File: src/core/acp_pkg.sv
/*
 * Shared constants, carriers and decode functions for the audio port clock
 * configuration and monitor block.
 * Assumes a single 40 MHz system clock and an 8-bit register port.
 */
package acp_pkg;

    // ----------------------------------------------------------------
    // Clock and timing
    // ----------------------------------------------------------------
    localparam int CLK_HZ = 40_000_000;
    // No frame edge within this time means the port is dead
    localparam int MON_TIMEOUT_US = 300;
    localparam int MON_TIMEOUT_CYC = MON_TIMEOUT_US * (CLK_HZ / 1_000_000);
    // Tolerance window on measured frame period, in percent
    localparam int RATE_TOL_LO_PCT = 98;
    localparam int RATE_TOL_HI_PCT = 102;

    // ----------------------------------------------------------------
    // Register map
    // ----------------------------------------------------------------
    localparam logic [7:0] ADDR_MST_CFG0 = 8'h13;
    localparam logic [7:0] ADDR_MASTER_RATE_RATIO_CONFIG = 8'h14;
    localparam logic [7:0] ADDR_MON_STS = 8'h15;
    localparam logic [7:0] ADDR_CLOCK_SOURCE_CONFIG = 8'h16;
    localparam logic [7:0] ADDR_PDM_CFG = 8'h1F;
    localparam logic [7:0] ADDR_IRQ_STS = 8'h30;
    localparam logic [7:0] ADDR_IRQ_MASK = 8'h31;

    localparam logic [7:0] RST_MST_CFG0 = 8'h02;
    localparam logic [7:0] RST_MASTER_RATE_RATIO_CONFIG = 8'h48;
    localparam logic [7:0] RST_MON_STS = 8'hFF;
    localparam logic [7:0] RST_CLOCK_SOURCE_CONFIG = 8'h10;
    localparam logic [7:0] RST_PDM_CFG = 8'h40;
    localparam logic [1:0] RST_IRQ = 2'h0;
    localparam logic [7:0] CLOCK_SOURCE_CONFIG_WMASK = 8'hF8;

    // Field positions
    localparam int POS_ROLE = 7;
    localparam int POS_AUTO_OFF = 6;
    localparam int POS_PLL_BYP = 5;
    localparam int POS_GATE = 4;
    localparam int POS_FAM44 = 3;
    localparam int POS_FIXED_FREQ = 0;
    localparam int POS_RATE = 4;
    localparam int POS_RATIO = 0;
    localparam int POS_ROOT_SRC = 7;
    localparam int POS_SPEC_MODE = 6;
    localparam int POS_MCLK_RATIO = 3;
    localparam int IRQ_CHANGE = 0;
    localparam int IRQ_INVALID = 1;

    localparam logic [3:0] CODE_INVALID = 4'hF;
    localparam logic [3:0] RATE_CODE_MAX = 4'h8;
    localparam logic [3:0] RATIO_CODE_MAX = 4'hC;

    // ----------------------------------------------------------------
    // Carriers
    // ----------------------------------------------------------------
    typedef struct packed {
        logic run;
        logic gate;
        logic fam44;
        logic [3:0] rate;
        logic [3:0] ratio;
    } acp_gen_cfg_s;

    // ----------------------------------------------------------------
    // Decode tables
    // ----------------------------------------------------------------
    function automatic int acp_fs_hz(input logic [3:0] code, input logic fam44);
        int base;
        base = fam44 ? 7350 : 8000;
        unique case (code)
            4'h0: acp_fs_hz = base;
            4'h1: acp_fs_hz = base * 2;
            4'h2: acp_fs_hz = base * 3;
            4'h3: acp_fs_hz = base * 4;
            4'h4: acp_fs_hz = base * 6;
            4'h5: acp_fs_hz = base * 12;
            4'h6: acp_fs_hz = base * 24;
            4'h7: acp_fs_hz = base * 48;
            4'h8: acp_fs_hz = base * 96;
            default: acp_fs_hz = 0;
        endcase
    endfunction

    function automatic int acp_bclk_ratio(input logic [3:0] code);
        unique case (code)
            4'h0: acp_bclk_ratio = 16;
            4'h1: acp_bclk_ratio = 24;
            4'h2: acp_bclk_ratio = 32;
            4'h3: acp_bclk_ratio = 48;
            4'h4: acp_bclk_ratio = 64;
            4'h5: acp_bclk_ratio = 96;
            4'h6: acp_bclk_ratio = 128;
            4'h7: acp_bclk_ratio = 192;
            4'h8: acp_bclk_ratio = 256;
            4'h9: acp_bclk_ratio = 384;
            4'hA: acp_bclk_ratio = 512;
            4'hB: acp_bclk_ratio = 1024;
            4'hC: acp_bclk_ratio = 2048;
            default: acp_bclk_ratio = 0;
        endcase
    endfunction

    function automatic logic [11:0] acp_mclk_ratio(input logic [2:0] code);
        unique case (code)
            3'h0: acp_mclk_ratio = 12'h040;
            3'h1: acp_mclk_ratio = 12'h100;
            3'h2: acp_mclk_ratio = 12'h180;
            3'h3: acp_mclk_ratio = 12'h200;
            3'h4: acp_mclk_ratio = 12'h300;
            3'h5: acp_mclk_ratio = 12'h400;
            3'h6: acp_mclk_ratio = 12'h600;
            default: acp_mclk_ratio = 12'h900;
        endcase
    endfunction

endpackage

File: src/core/acp_clk_gen.sv
/*
 * Master-mode bit clock and frame sync generator.
 * Assumes the configuration carrier is stable for many cycles at a time;
 * a change restarts the frame.
 */
`timescale 1ns/1ps
`default_nettype none
module acp_clk_gen import acp_pkg::*; (
    input wire logic i_clk,
    input wire logic i_rst_b,
    input wire acp_gen_cfg_s i_cfg,
    output logic o_bclk,
    output logic o_frame_sync
);

    // ----------------------------------------------------------------
    // Fractional divider: toggles the bit clock at twice fs*ratio
    // ----------------------------------------------------------------
    localparam logic [33:0] CLK_HZ_W = 34'(CLK_HZ);
    logic [33:0] step;
    logic [33:0] acc_ff, nxt_acc;
    logic bclk_ff, nxt_bclk;
    logic frame_sync_ff, nxt_frame_sync;
    logic [11:0] bit_ff, nxt_bit;
    acp_gen_cfg_s cfg_ff;
    logic [11:0] last_bit;

    assign step = 34'(acp_fs_hz(i_cfg.rate, i_cfg.fam44)) * 34'(acp_bclk_ratio(i_cfg.ratio)) * 34'h2;
    assign last_bit = 12'(acp_bclk_ratio(i_cfg.ratio) - 1);

    // Next toggle; rates above half the clock saturate at one toggle a cycle
    always_comb begin
        nxt_acc = acc_ff;
        nxt_bclk = bclk_ff;
        nxt_frame_sync = frame_sync_ff;
        nxt_bit = bit_ff;
        if (!i_cfg.run || i_cfg.gate || (i_cfg != cfg_ff)) begin
            nxt_acc = 34'h0;
            nxt_bclk = 1'b0;
            nxt_frame_sync = 1'b0;
            nxt_bit = 12'h000;
        end else if (acc_ff + step >= CLK_HZ_W) begin
            nxt_acc = (step >= CLK_HZ_W) ? acc_ff : acc_ff + step - CLK_HZ_W;
            nxt_bclk = ~bclk_ff;
            if (bclk_ff) begin
                // Falling edge: advance bit, frame sync high for bit 0
                nxt_bit = (bit_ff == last_bit) ? 12'h000 : bit_ff + 12'h001;
                nxt_frame_sync = (bit_ff == last_bit);
            end
        end else begin
            nxt_acc = acc_ff + step;
        end
    end

    always_ff @(posedge i_clk) begin
        if (!i_rst_b) begin
            acc_ff <= 34'h0;
            bclk_ff <= 1'b0;
            frame_sync_ff <= 1'b0;
            bit_ff <= 12'h000;
            cfg_ff <= '0;
        end else begin
            acc_ff <= nxt_acc;
            bclk_ff <= nxt_bclk;
            frame_sync_ff <= nxt_frame_sync;
            bit_ff <= nxt_bit;
            cfg_ff <= i_cfg;
        end
    end

    assign o_bclk = bclk_ff;
    assign o_frame_sync = frame_sync_ff;

    chk_gen_idle: assert property (@(posedge i_clk) disable iff (!i_rst_b)
        !i_cfg.run |=> !bclk_ff && !frame_sync_ff)
        else $error("generator active while not running");

endmodule
`default_nettype wire

File: src/core/acp_top.sv
/*
 * Audio port clock configuration and monitor: registers, root clock
 * selection, master-mode clock generation and frame rate / ratio detection.
 * Assumes pins arrive asynchronously and a 40 MHz system clock.
 */
// The implementer's own choice: the strobed register port.
`timescale 1ns/1ps
`default_nettype none
module acp_top import acp_pkg::*; #(
    parameter int TIMEOUT_CYC = MON_TIMEOUT_CYC
) (
    input wire logic i_clk,
    input wire logic i_rst_b,
    input wire logic [7:0] i_addr,
    input wire logic [7:0] i_wdata,
    input wire logic i_wr,
    input wire logic i_rd,
    output logic [7:0] o_rdata,
    input wire logic i_bclk,
    input wire logic i_frame_sync,
    output logic o_bclk,
    output logic o_bclk_oe_b,
    output logic o_frame_sync,
    output logic o_frame_sync_oe_b,
    output logic o_pll_en,
    output logic o_root_sel_mclk,
    output logic o_mclk_by_ratio,
    output logic [2:0] o_fixed_root_freq_select,
    output logic [11:0] o_mclk_ratio,
    output logic o_irq
);

    // ----------------------------------------------------------------
    // Configuration registers
    // ----------------------------------------------------------------
    logic [7:0] cfg0_ff, nxt_cfg0;
    logic [7:0] cfg1_ff, nxt_cfg1;
    logic [7:0] src_ff, nxt_src;
    logic [7:0] pdm_ff, nxt_pdm;
    logic [1:0] irq_mask_ff, nxt_irq_mask;
    logic [1:0] irq_sts_ff, nxt_irq_sts;
    logic [7:0] rdata_ff, nxt_rdata;
    logic [7:0] sts_ff, nxt_sts;
    logic [1:0] irq_ev;

    function automatic logic wr_hit(input logic [7:0] a);
        wr_hit = i_wr && (i_addr == a);
    endfunction

    // Software writes; status register is read-only
    always_comb begin
        nxt_cfg0 = wr_hit(ADDR_MST_CFG0) ? i_wdata : cfg0_ff;
        nxt_cfg1 = wr_hit(ADDR_MASTER_RATE_RATIO_CONFIG) ? i_wdata : cfg1_ff;
        nxt_src = wr_hit(ADDR_CLOCK_SOURCE_CONFIG) ? (i_wdata & CLOCK_SOURCE_CONFIG_WMASK) : src_ff;
        nxt_pdm = wr_hit(ADDR_PDM_CFG) ? i_wdata : pdm_ff;
        nxt_irq_mask = wr_hit(ADDR_IRQ_MASK) ? i_wdata[1:0] : irq_mask_ff;
        // Write one clears, but a new event in the same cycle wins
        nxt_irq_sts = (irq_sts_ff & ~(wr_hit(ADDR_IRQ_STS) ? i_wdata[1:0] : 2'h0)) | irq_ev;
    end

    // Read mux; unmapped addresses read zero
    always_comb begin
        nxt_rdata = 8'h00;
        if (i_rd) begin
            unique case (i_addr)
                ADDR_MST_CFG0: nxt_rdata = cfg0_ff;
                ADDR_MASTER_RATE_RATIO_CONFIG: nxt_rdata = cfg1_ff;
                ADDR_MON_STS: nxt_rdata = sts_ff;
                ADDR_CLOCK_SOURCE_CONFIG: nxt_rdata = src_ff;
                ADDR_PDM_CFG: nxt_rdata = pdm_ff;
                ADDR_IRQ_STS: nxt_rdata = {6'h00, irq_sts_ff};
                ADDR_IRQ_MASK: nxt_rdata = {6'h00, irq_mask_ff};
                default: nxt_rdata = 8'h00;
            endcase
        end
    end

    always_ff @(posedge i_clk) begin
        if (!i_rst_b) begin
            cfg0_ff <= RST_MST_CFG0;
            cfg1_ff <= RST_MASTER_RATE_RATIO_CONFIG;
            src_ff <= RST_CLOCK_SOURCE_CONFIG;
            pdm_ff <= RST_PDM_CFG;
            irq_mask_ff <= RST_IRQ;
            irq_sts_ff <= RST_IRQ;
            rdata_ff <= 8'h00;
        end else begin
            cfg0_ff <= nxt_cfg0;
            cfg1_ff <= nxt_cfg1;
            src_ff <= nxt_src;
            pdm_ff <= nxt_pdm;
            irq_mask_ff <= nxt_irq_mask;
            irq_sts_ff <= nxt_irq_sts;
            rdata_ff <= nxt_rdata;
        end
    end

    // ----------------------------------------------------------------
    // Clock tree decisions
    // ----------------------------------------------------------------
    logic is_master, is_auto, slave_auto, pll_byp, root_mclk, ratio_used;
    logic [3:0] prog_rate, prog_ratio;
    acp_gen_cfg_s gen_cfg;
    logic ctl_pll_ff, ctl_root_ff, ctl_mode_ff, ctl_oe_b_ff, irq_ff;
    logic [2:0] ctl_freq_ff;
    logic [11:0] ctl_ratio_ff;

    assign is_master = cfg0_ff[POS_ROLE];
    assign is_auto = !cfg0_ff[POS_AUTO_OFF];
    assign slave_auto = !is_master && is_auto;
    assign pll_byp = is_auto && cfg0_ff[POS_PLL_BYP];
    assign root_mclk = slave_auto && pll_byp && src_ff[POS_ROOT_SRC];
    assign ratio_used = is_master || root_mclk;
    assign prog_rate = cfg1_ff[POS_RATE+:4];
    assign prog_ratio = cfg1_ff[POS_RATIO+:4];

    // Reserved programmed codes keep the generator quiet
    always_comb begin
        gen_cfg.run = is_master && (prog_rate <= RATE_CODE_MAX) && (prog_ratio <= RATIO_CODE_MAX);
        gen_cfg.gate = cfg0_ff[POS_GATE];
        gen_cfg.fam44 = cfg0_ff[POS_FAM44];
        gen_cfg.rate = prog_rate;
        gen_cfg.ratio = prog_ratio;
    end

    always_ff @(posedge i_clk) begin
        if (!i_rst_b) begin
            ctl_pll_ff <= 1'b1;
            ctl_root_ff <= 1'b0;
            ctl_mode_ff <= 1'b0;
            ctl_freq_ff <= 3'h0;
            ctl_ratio_ff <= 12'h000;
            ctl_oe_b_ff <= 1'b1;
            irq_ff <= 1'b0;
        end else begin
            ctl_pll_ff <= !pll_byp;
            ctl_root_ff <= root_mclk;
            ctl_mode_ff <= is_auto && src_ff[POS_SPEC_MODE];
            ctl_freq_ff <= (is_auto && !src_ff[POS_SPEC_MODE]) ? cfg0_ff[POS_FIXED_FREQ+:3] : 3'h0;
            ctl_ratio_ff <= ratio_used ? acp_mclk_ratio(src_ff[POS_MCLK_RATIO+:3]) : 12'h000;
            ctl_oe_b_ff <= !is_master;
            irq_ff <= |(nxt_irq_sts & nxt_irq_mask);
        end
    end

    acp_clk_gen u_gen (
        .i_clk(i_clk),
        .i_rst_b(i_rst_b),
        .i_cfg(gen_cfg),
        .o_bclk(o_bclk),
        .o_frame_sync(o_frame_sync)
    );

    // ----------------------------------------------------------------
    // Pin synchronisers and edge finding
    // ----------------------------------------------------------------
    logic [1:0] pin_in;
    logic [1:0] sync1_ff, sync2_ff, prev_ff;
    logic [1:0] mon_cur;
    logic bclk_rise, frame_sync_rise;

    assign pin_in = {i_frame_sync, i_bclk};
    generate
        for (genvar g = 0; g < 2; g++) begin : g_sync
            always_ff @(posedge i_clk) begin
                if (!i_rst_b) begin
                    sync1_ff[g] <= 1'b0;
                    sync2_ff[g] <= 1'b0;
                    prev_ff[g] <= 1'b0;
                end else begin
                    sync1_ff[g] <= pin_in[g];
                    sync2_ff[g] <= sync1_ff[g];
                    prev_ff[g] <= mon_cur[g];
                end
            end
        end
    endgenerate

    // As master the monitor watches its own generated clocks
    assign mon_cur = is_master ? {o_frame_sync, o_bclk} : sync2_ff;
    assign bclk_rise = mon_cur[0] && !prev_ff[0];
    assign frame_sync_rise = mon_cur[1] && !prev_ff[1];

    // ----------------------------------------------------------------
    // Frame monitor
    // ----------------------------------------------------------------
    typedef enum logic [1:0] {
        MON_IDLE = 2'b01,
        MON_MEAS = 2'b10
    } acp_mon_e;

    acp_mon_e mon_ff, nxt_mon;
    logic [15:0] cyc_ff, nxt_cyc;
    logic [11:0] bits_ff, nxt_bits;

    function automatic logic [3:0] rate_code(input logic [15:0] period);
        logic [3:0] code;
        code = CODE_INVALID;
        for (int k = 0; k <= 8; k++) begin
            if (period >= 16'((CLK_HZ / 100 * RATE_TOL_LO_PCT) / acp_fs_hz(4'(k), 1'b0)) &&
                period <= 16'((CLK_HZ / 100 * RATE_TOL_HI_PCT) / acp_fs_hz(4'(k), 1'b1))) begin
                code = 4'(k);
            end
        end
        rate_code = code;
    endfunction

    function automatic logic [3:0] ratio_code(input logic [11:0] n);
        logic [3:0] code;
        code = CODE_INVALID;
        for (int k = 0; k <= 12; k++) begin
            if (n == 12'(acp_bclk_ratio(4'(k)))) begin
                code = 4'(k);
            end
        end
        ratio_code = code;
    endfunction

    // Measure one frame from sync edge to sync edge; timeout marks invalid
    always_comb begin
        nxt_mon = mon_ff;
        nxt_sts = sts_ff;
        nxt_cyc = (cyc_ff == 16'hFFFF) ? cyc_ff : cyc_ff + 16'h0001;
        nxt_bits = (bclk_rise && bits_ff != 12'hFFF) ? bits_ff + 12'h001 : bits_ff;
        irq_ev = 2'h0;
        if (frame_sync_rise) begin
            nxt_mon = MON_MEAS;
            nxt_cyc = 16'h0000;
            nxt_bits = {11'h000, bclk_rise};
            if (mon_ff == MON_MEAS) begin
                nxt_sts = {rate_code(cyc_ff + 16'h0001), ratio_code(bits_ff)};
            end
        end else if (32'(cyc_ff) >= TIMEOUT_CYC - 1) begin
            nxt_mon = MON_IDLE;
            nxt_sts = RST_MON_STS;
            nxt_cyc = 16'h0000;
        end
        irq_ev[IRQ_CHANGE] = (nxt_sts != sts_ff);
        irq_ev[IRQ_INVALID] = irq_ev[IRQ_CHANGE] &&
            (nxt_sts[7:4] == CODE_INVALID || nxt_sts[3:0] == CODE_INVALID);
    end

    always_ff @(posedge i_clk) begin
        if (!i_rst_b) begin
            mon_ff <= MON_IDLE;
            sts_ff <= RST_MON_STS;
            cyc_ff <= 16'h0000;
            bits_ff <= 12'h000;
        end else begin
            mon_ff <= nxt_mon;
            sts_ff <= nxt_sts;
            cyc_ff <= nxt_cyc;
            bits_ff <= nxt_bits;
        end
    end

    // ----------------------------------------------------------------
    // Outputs
    // ----------------------------------------------------------------
    assign o_rdata = rdata_ff;
    assign o_bclk_oe_b = ctl_oe_b_ff;
    assign o_frame_sync_oe_b = ctl_oe_b_ff;
    assign o_pll_en = ctl_pll_ff;
    assign o_root_sel_mclk = ctl_root_ff;
    assign o_mclk_by_ratio = ctl_mode_ff;
    assign o_fixed_root_freq_select = ctl_freq_ff;
    assign o_mclk_ratio = ctl_ratio_ff;
    assign o_irq = irq_ff;

    // ----------------------------------------------------------------
    // Checks
    // ----------------------------------------------------------------
    chk_sts_after_reset: assert property (@(posedge i_clk) $rose(i_rst_b) |-> sts_ff == 8'hFF)
        else $error("monitor status not all ones after reset");
    chk_rate_code_legal: assert property (@(posedge i_clk) disable iff (!i_rst_b)
        sts_ff[7:4] <= 4'h8 || sts_ff[7:4] == 4'hF)
        else $error("reserved detected rate code");
    chk_ratio_code_legal: assert property (@(posedge i_clk) disable iff (!i_rst_b)
        sts_ff[3:0] <= 4'hC || sts_ff[3:0] == 4'hF)
        else $error("reserved detected ratio code");
    chk_slave_ignores_prog: assert property (@(posedge i_clk) disable iff (!i_rst_b)
        slave_auto |-> !gen_cfg.run)
        else $error("generator runs as slave");
    chk_root_select: assert property (@(posedge i_clk) disable iff (!i_rst_b)
        (!cfg0_ff[7] && !cfg0_ff[6] && cfg0_ff[5] && src_ff[7]) |=> o_root_sel_mclk)
        else $error("master clock root not selected");
    chk_pll_bypass: assert property (@(posedge i_clk) disable iff (!i_rst_b)
        $past(cfg0_ff[6]) |-> o_pll_en)
        else $error("pll bypassed outside automatic mode");
    chk_status_read: assert property (@(posedge i_clk) disable iff (!i_rst_b)
        (i_rd && i_addr == 8'h15) |=> o_rdata == $past(sts_ff))
        else $error("status read data wrong");
    chk_master_drive: assert property (@(posedge i_clk) disable iff (!i_rst_b)
        cfg0_ff[7] ##1 cfg0_ff[7] |-> !o_bclk_oe_b && !o_frame_sync_oe_b)
        else $error("master not driving clocks");
    chk_mclk_ratio_max: assert property (@(posedge i_clk) disable iff (!i_rst_b)
        (cfg0_ff[7] && src_ff[5:3] == 3'h7) |=> o_mclk_ratio == 12'h900)
        else $error("master clock ratio wrong");
    chk_spec_mode: assert property (@(posedge i_clk) disable iff (!i_rst_b)
        o_mclk_by_ratio |-> o_fixed_root_freq_select == 3'h0)
        else $error("fixed frequency shown in ratio mode");
    chk_prog_reset: assert property (@(posedge i_clk) $rose(i_rst_b) |-> cfg1_ff == 8'h48)
        else $error("programmed rate or ratio reset wrong");

endmodule
`default_nettype wire

File: config.mk
export PLATFORM = sky130hd
export DESIGN_NAME = acp_top
export DESIGN_NICKNAME = d
export VERILOG_FILES = /design/src/core/acp_pkg.sv /design/src/core/acp_clk_gen.sv /design/src/core/acp_top.sv
export SDC_FILE = /design/constraint.sdc
export NUM_CORES = 1
export LEC_CHECK = 0
export ABC_AREA = 1
export BUFFER_PORTS_ARGS = -buffer_cell sky130_fd_sc_hd__buf_4
export CAP_MARGIN = 20
export CELL_PAD_IN_SITES_DETAIL_PLACEMENT = 1
export CELL_PAD_IN_SITES_GLOBAL_PLACEMENT = 2
export CORE_AREA = 2 2 239 265
export CTS_BUF_LIST = sky130_fd_sc_hd__clkbuf_2 sky130_fd_sc_hd__clkbuf_4 sky130_fd_sc_hd__clkbuf_8
export CTS_CLUSTER_DIAMETER = 150
export DETAILED_ROUTE_END_ITERATION = 12
export DIE_AREA = 0 0 241 267
export GPL_ROUTABILITY_DRIVEN = 0
export PLACE_DENSITY = 0.78
export SLEW_MARGIN = 15
export SYNTH_ARGS = -nofsm -noshare
export SYNTH_HDL_FRONTEND = slang
export SYNTH_SLANG_ARGS = --single-unit
export TNS_END_PERCENT = 50
File: constraint.sdc
create_clock -name i_clk -period 10.65 [get_ports i_clk]
set_clock_uncertainty 0.15 [all_clocks]
set_input_delay 2.13 -clock i_clk [delete_from_list [all_inputs] [get_ports i_clk]]
set_output_delay 2.13 -clock i_clk [all_outputs]
set_load 0.02 [all_outputs]
* Word-level counts from Yosys, hierarchy flattened
Memory sizes are Yosys's and may differ from the RTL's. A register that Yosys moved wholly into a read port is not among the register bits.
Index checks and enable logic that the tools add are counted.
** Storage, ports and cells
- Bits in registers :: 164
- Memory bits (read-only) :: 288
- Memories kept :: 2
** Memory list
- (name not given) :: depth 16, bits a word 9, rd ports 1, clocked after Yosys merged registers in 1, write ports 0, line acp_pkg.sv:89 : unique case (code)
- (name not given) :: depth 16, bits a word 9, rd ports 1, clocked after Yosys merged registers in 1, write ports 0, line acp_pkg.sv:89
** Cells by class
- $add $sub $neg :: 6
- Multipliers :: 7
- Div/mod/pow operators :: 18
- Order comparisons :: 23
- Equal/unequal tests :: 43
- Muxes and demuxes :: 105
- Bitwise logic cells :: 6
- Reductions and logical operators :: 50
** Operators by type and width (count)
- $mux 32 :: 36
- $div 27x32->32 const A :: 18
- $mux 12 :: 27
- $pmux 32 s9 :: 1
- $eq 12x12->1 :: 14
- $ge 16x16->1 :: 9
- $le 16x16->1 :: 9
- $mux 4 :: 26
- $pmux 12 s7 :: 1
- $ge 34x26->1 const B :: 2
- $mux 34 :: 2
- $pmux 8 s7 :: 1
- $eq 8x5->1 const B :: 5
- $add 34x34->34 :: 1
- $sub 34x26->34 const B :: 1
- $mul 32x32->33 :: 1
- $mul 32x3->27 const B :: 1
- $mul 32x3->28 const B :: 1
- $mul 32x3->29 const B :: 1
- $mul 32x3->30 const B :: 1
- $mul 32x3->31 const B :: 1
- $mul 32x3->32 const B :: 1
- $logic_and 1x1->1 :: 27
- $add 12x1->12 const B :: 2
- 34 further kinds :: 69

* Logic depth before layout (Yosys ltp)
- Depth in word-level cells :: 25
- Gate-level depth with buffers :: 63

* Cells and area by module
A second synthesis with hierarchy kept.
** Unflattened totals
- Cells, all modules :: 2909
- Area total of the unflattened synthesis :: 18873.1 sq um
** By module, submodules not included
- acp_clk_gen :: times used 1, cells each 2071, area an instance 13437.9 sq um, sequential area each 1081.0 sq um
- acp_top :: times used 1, cells each 838, area an instance 5435.2 sq um, sequential area each 1981.9 sq um

* Worst setup path after synthesis
No wires, ideal clock.
- Path kind :: register to register
- Start :: reg cfg1_ff[4]
- End :: reg u_gen.acc_ff[21]
- Arrival :: 9414 ps
- Setup slack :: 969 ps
- Cell stages (with the launch flop) :: 50
- Path buffers :: 2
- Cell sequence :: dfxtp_1 -> clkbuf_1 -> nor2_1 -> inv_1 -> nor2_1 -> nand2_1 -> nand2_1 -> nor4_1 -> nor2_1 -> fa_1 -> fa_1 -> fa_1 -> inv_1 -> fa_1 -> inv_1 -> ha_1 -> ha_1 -> fa_1 -> [... 14 more ...] -> inv_1 -> ha_1 -> nand2_1 -> nor2_1 -> nor2_1 -> a21boi_0 -> o211ai_1 -> xnor2_1 -> nand2_1 -> nor2_2 -> nand2_1 -> nor2_2 -> nand3_4 -> buf_6 -> nand2_1 -> nand2_1 -> a21oi_1 -> nor2_1
** Between the ends
- Cells in the longest elaborated chain, start to end :: 7
- Elaborated cells on any way between the ends :: 26
- Those cells by class :: 2 x add/sub; 1 x mul; 3 x order compare; 10 x eq/ne; 3 x mux; 7 x reduce/logical
** Ends and longest elaborated chain
- start: declaration :: line acp_top.sv:37 : logic [7:0] cfg1_ff, nxt_cfg1;
- start signal: assignment :: line acp_top.sv:89 : cfg1_ff <= nxt_cfg1;
- $eq 4x4->1 (tied with other cells) :: line acp_pkg.sv:74 : unique case (code)
- $pmux 32 s9 or $logic_and 1x1->1 (tied branches) :: line acp_pkg.sv:74, acp_top.sv:119
- $mul 32x32->33 or $logic_and 1x1->1 (tied branches) :: line acp_clk_gen.sv:28, acp_top.sv:119
- $add 34x34->34 or $logic_not 1->1 (tied branches)
- $sub 34x26->34 or $logic_or 1x1->1 (tied branches) :: line acp_clk_gen.sv:43, acp_clk_gen.sv:37
- $mux 34 or $logic_or 1x1->1 (tied branches) :: line acp_clk_gen.sv:43, acp_clk_gen.sv:37
- $mux 34 or $reduce_or 2->1 (tied branches)
- end signal: assignment :: line acp_clk_gen.sv:63 : acc_ff <= nxt_acc;
- end: declaration :: line acp_clk_gen.sv:21 : logic [33:0] acc_ff, nxt_acc;
Parallel ways exist; a longest one is shown, timed or not. The select of a mux whose other input is x is not followed.
A chain may end at the register's enable or synchronous reset.

* Worst setup path after layout
- Start :: reg cfg1_ff[5]
- End :: reg u_gen.acc_ff[10]
Same word-level chain as after synthesis.

==> impl_metrics.tcl <==
set metrics [dict create \
    synthSimpleGateAreaFrac 0.275 \
    synth_mux_area_frac 0.00163 \
    grt_pass1_vias 18500 \
    drive_above_1_share 0.123 \
    path_max_fanout 20 \
    diodes 0 \
    grt.total_usage 0.184 \
    clk_pin_slew_worst_paths_ps 110 \
    drt_pre_antenna_iters 4 \
    fmax_ghz 0.0983 \
    r2r_cells 45 \
    worstPathArrival_ps 10470 \
    status "complete, no violations" \
    cts.sinks 162 \
    yosysWarningCount 0 \
    synth_compound_area_frac 0.110 \
    period_share 0.955 \
    min_path_type "flip-flop to flip-flop" \
    hold_viol_final 0 \
    synth-xor-area-share 0.0331 \
    min_to "sync2_ff[1]$_SDFF_PN0_" \
    core_area_mm2 0.0617 \
    yosysUniqueCellTypes 61 \
    wl_per_cell_um 16.1 \
    htreeDepth 4 \
    antenna_found_initial 0 \
    r2r-start "cfg1_ff[5]$_SDFFE_PN0P_" \
    die_x_um 241 \
    critPathCaptureType "flip-flop" \
    viasPerCell 4.84 \
    r2r-end "u_gen.acc_ff[10]$_SDFFE_PP0P_" \
    syn2layout_area_growth_pct 16.5 \
    power_density_mw_per_mm2 54.7 \
    first_iter_violations 693 \
    worstHoldPathCells 2 \
    grt_start_max_net_pins 52 \
    final_util 0.347 \
    root_buffer "clkbuf_8" \
    synth_fa_ha_area_frac 0.276 \
    wl_mm 59.5 \
    async_flop_share 0 \
    critPathMaxStageDelay_ps 600 \
    power_leakage_nw 11.1 \
    ant_nets 0 \
    yosysSeqAreaShare 0.177 \
    cp-start-kind "flip-flop" \
    setup_violations 0 \
    max-slew-margin-rel 0.373 \
    rows 96 \
    required_ps 10950 \
    port_buffers 46 \
    synth_edf_count 0 \
    syn_area_per_cell_um2 6.75 \
    finalMaxSlewViolations 0 \
    synth-main-ff-cell "dfxtp_1" \
    maxCapViolations 0 \
    synth_top_family_by_area "adder cells" \
    reg2reg_setup_slack_ps 480 \
    cpMaxStageDelayCell "fa_1" \
    synthesis.area_mm2 0.0184 \
    grt-ovfl-total 0 \
    cp.buffers_inverters 10 \
    cts_hold_buf 0 \
    grt_pass1_wl_mm 94.4 \
    dieArea_mm2 0.0643 \
    final_nets 3198 \
    fin_area_mm2 0.0214 \
    dpl_cell_area_mm2 0.0200 \
    ir_drop_mv 0.0917 \
    initial_core_util 0.298 \
    hpwl_mm 49.6 \
    ios 53 \
    route.vias.total 17900 \
    tightest_slew_ps 939 \
    period_needed_ps 10170 \
    nFillCells 7978 \
    setup.worst_path.class "flip-flop to flip-flop" \
    crit_family "adder cells" \
    numCtsBuffers 17 \
    clk_latency_ps 570 \
    postSynthCellCount 2723 \
    min_from "sync1_ff[1]$_SDFF_PN0_" \
    die_h_um 267 \
    clk_path_buf_depth 2 \
    cts_tree "done" \
    yosys_register_bits 162 \
    drc 0 \
]
-- kinds of logic (layout without fill, tap and decap cells) --
logic type | count (synthesis) | in the layout
other | 1 | 8
muxes | 3 | 3
adders and majority gates | 333 | 333
xor gates and xnor gates | 66 | 66
DFF | 162 | 162
AOI/OAI and AO/OA | 357 | 357
buffers and inverters | 599 | 724
and+or+nand+nor | 1202 | 1203
-- placed cells by master (no fill, tap or decap), types with 8 or more instances in the layout --
cell type / instances
conb_1: 8
nand4_1: 40
dfxtp_1: 158
nand2_1: 537
nor3_2: 8
inv_2: 20
fa_1: 120
nor3_1: 37
clkbuf_8: 17
xnor2_1: 13
o21ai_0: 114
inv_1: 514
nor4_1: 15
buf_4: 138
nor2_2: 17
o21ai_1: 20
xor2_1: 42
nand3_1: 113
ha_4: 13
o22ai_1: 14
o211ai_1: 10
a21oi_1: 122
nand3_2: 12
nor2_4: 13
a21oi_2: 17
nand2_2: 17
ha_1: 198
a21o_1: 8
o21ai_2: 9
nor2_1: 368
-- tightest hold or removal path, stage by stage (launching register included) --
cell and delay (ps):
dfxtp_1 320, nand2_1 50, inv_1 40
-- flip-flops by register name, indices dropped and copies added (netlist names), 5 cells and up, named ones only --
signal	count
bits_ff	12
cfg0_ff	8
cfg1_ff	8
cyc_ff	16
o_mclk_ratio	6
o_rdata	8
pdm_ff	8
src_ff	5
sts_ff	8
u_gen.acc_ff	29
u_gen.bit_ff	12
u_gen.cfg_ff	11
-- power breakdown --
group | total (W) | internal, W | switching, W
clock network | 0.000483 | 0.000175 | 0.000307
logic | 0.0000778 | 0.0000252 | 0.0000526
registers | 0.000610 | 0.000608 | 0.00000220
total | 0.00117 | 0.000809 | 0.000362
-- area by class of cell --
| cell class | count | area, µm² | share of cell area |
|---|---|---|---|
| multi-input cells | 1970 | 13500 | 0.629 |
| flip-flops and latches | 162 | 3260 | 0.152 |
| inverters | 546 | 2070 | 0.0966 |
| repair buffers | 146 | 1170 | 0.0548 |
| well taps | 833 | 1040 | 0.0487 |
| clock buffers | 17 | 234 | 0.0109 |
| clock inverters | 15 | 161 | 0.00754 |
-- per-layer routing --
metal  part of all wire  track usage  wire, µm
met5                  0            0         0
met2               0.50        0.328     29700
met4              0.027       0.0537      1580
met1               0.45        0.227     26500
met3              0.028       0.0262      1640
-- worst max-delay path by stage --
stage,from,to,slack (ps),depth (start not counted)
2_1_floorplan,cfg1_ff[4]$_SDFFE_PN0P_,u_gen.acc_ff[21]$_SDFFE_PP0P_,970,49
6_report,cfg1_ff[5]$_SDFFE_PN0P_,u_gen.acc_ff[10]$_SDFFE_PP0P_,480,45
3_3_place_gp,cfg1_ff[6]$_SDFFE_PN1P_,u_gen.bit_ff[7]$_SDFFE_PP0P_,-30,57
5_1_grt,cfg1_ff[5]$_SDFFE_PN0P_,u_gen.acc_ff[10]$_SDFFE_PP0P_,-170,51
3_5_place_dp,cfg1_ff[6]$_SDFFE_PN1P_,u_gen.acc_ff[10]$_SDFFE_PP0P_,-230,57
4_1_cts,cfg1_ff[7]$_SDFFE_PN0P_,u_gen.acc_ff[10]$_SDFFE_PP0P_,30,59
-- synthesized netlist by cell type (all sizes together), types with 2 or more instances --
master | count | area [µm²]
nor3 | 49 | 265
dfxtp | 162 | 3240
o31ai | 3 | 22.5
inv | 540 | 2030
or2 | 4 | 25.0
a21oi | 139 | 718
buf | 21 | 159
o21bai | 5 | 37.5
o21ai | 143 | 734
o21a | 3 | 22.5
nand2 | 558 | 2120
a41oi | 2 | 17.5
a2111oi | 2 | 17.5
a21o | 8 | 60.1
nor3b | 2 | 20.0
nor4 | 17 | 106
ha | 212 | 2650
xnor2 | 16 | 148
xor2 | 50 | 460
a21boi | 3 | 33.8
clkbuf | 32 | 120
o2111ai | 2 | 17.5
o22ai | 14 | 87.6
a211oi | 5 | 37.5
clkinv | 6 | 22.5
nor2 | 398 | 1550
nand4 | 40 | 250
nand3 | 127 | 668
a31oi | 6 | 37.5
a221oi | 6 | 52.6
o211ai | 10 | 75.1
fa | 121 | 2420
mux2i | 3 | 30.0
nand3b | 6 | 45.0
-- timing repair --
action,4_1_cts,5_1_grt
setup endpoints to repair,43,43
setup buffers,1,35
cloned,0,2
resized for setup,11,151
pin swaps,1,40
-- stage by stage --
step / setup TNS (ps) / total power (W) / setup slack (ps) / hold slack (ps) / cells
floorplan: 0 / 0.000672 / 969 / 240 / 2730
global placement: -34.1 / 0.000697 / -29.7 / 249 / 3619
detailed placement: -6440 / 0.000699 / -232 / 261 / 3619
CTS: 0 / 0.00119 / 26.7 / 284 / 3652
global route: -3350 / 0.00122 / -167 / 301 / 3689
finish: 0 / 0.00117 / 479 / 281 / 3689
(Power assumes the default switching activity.)
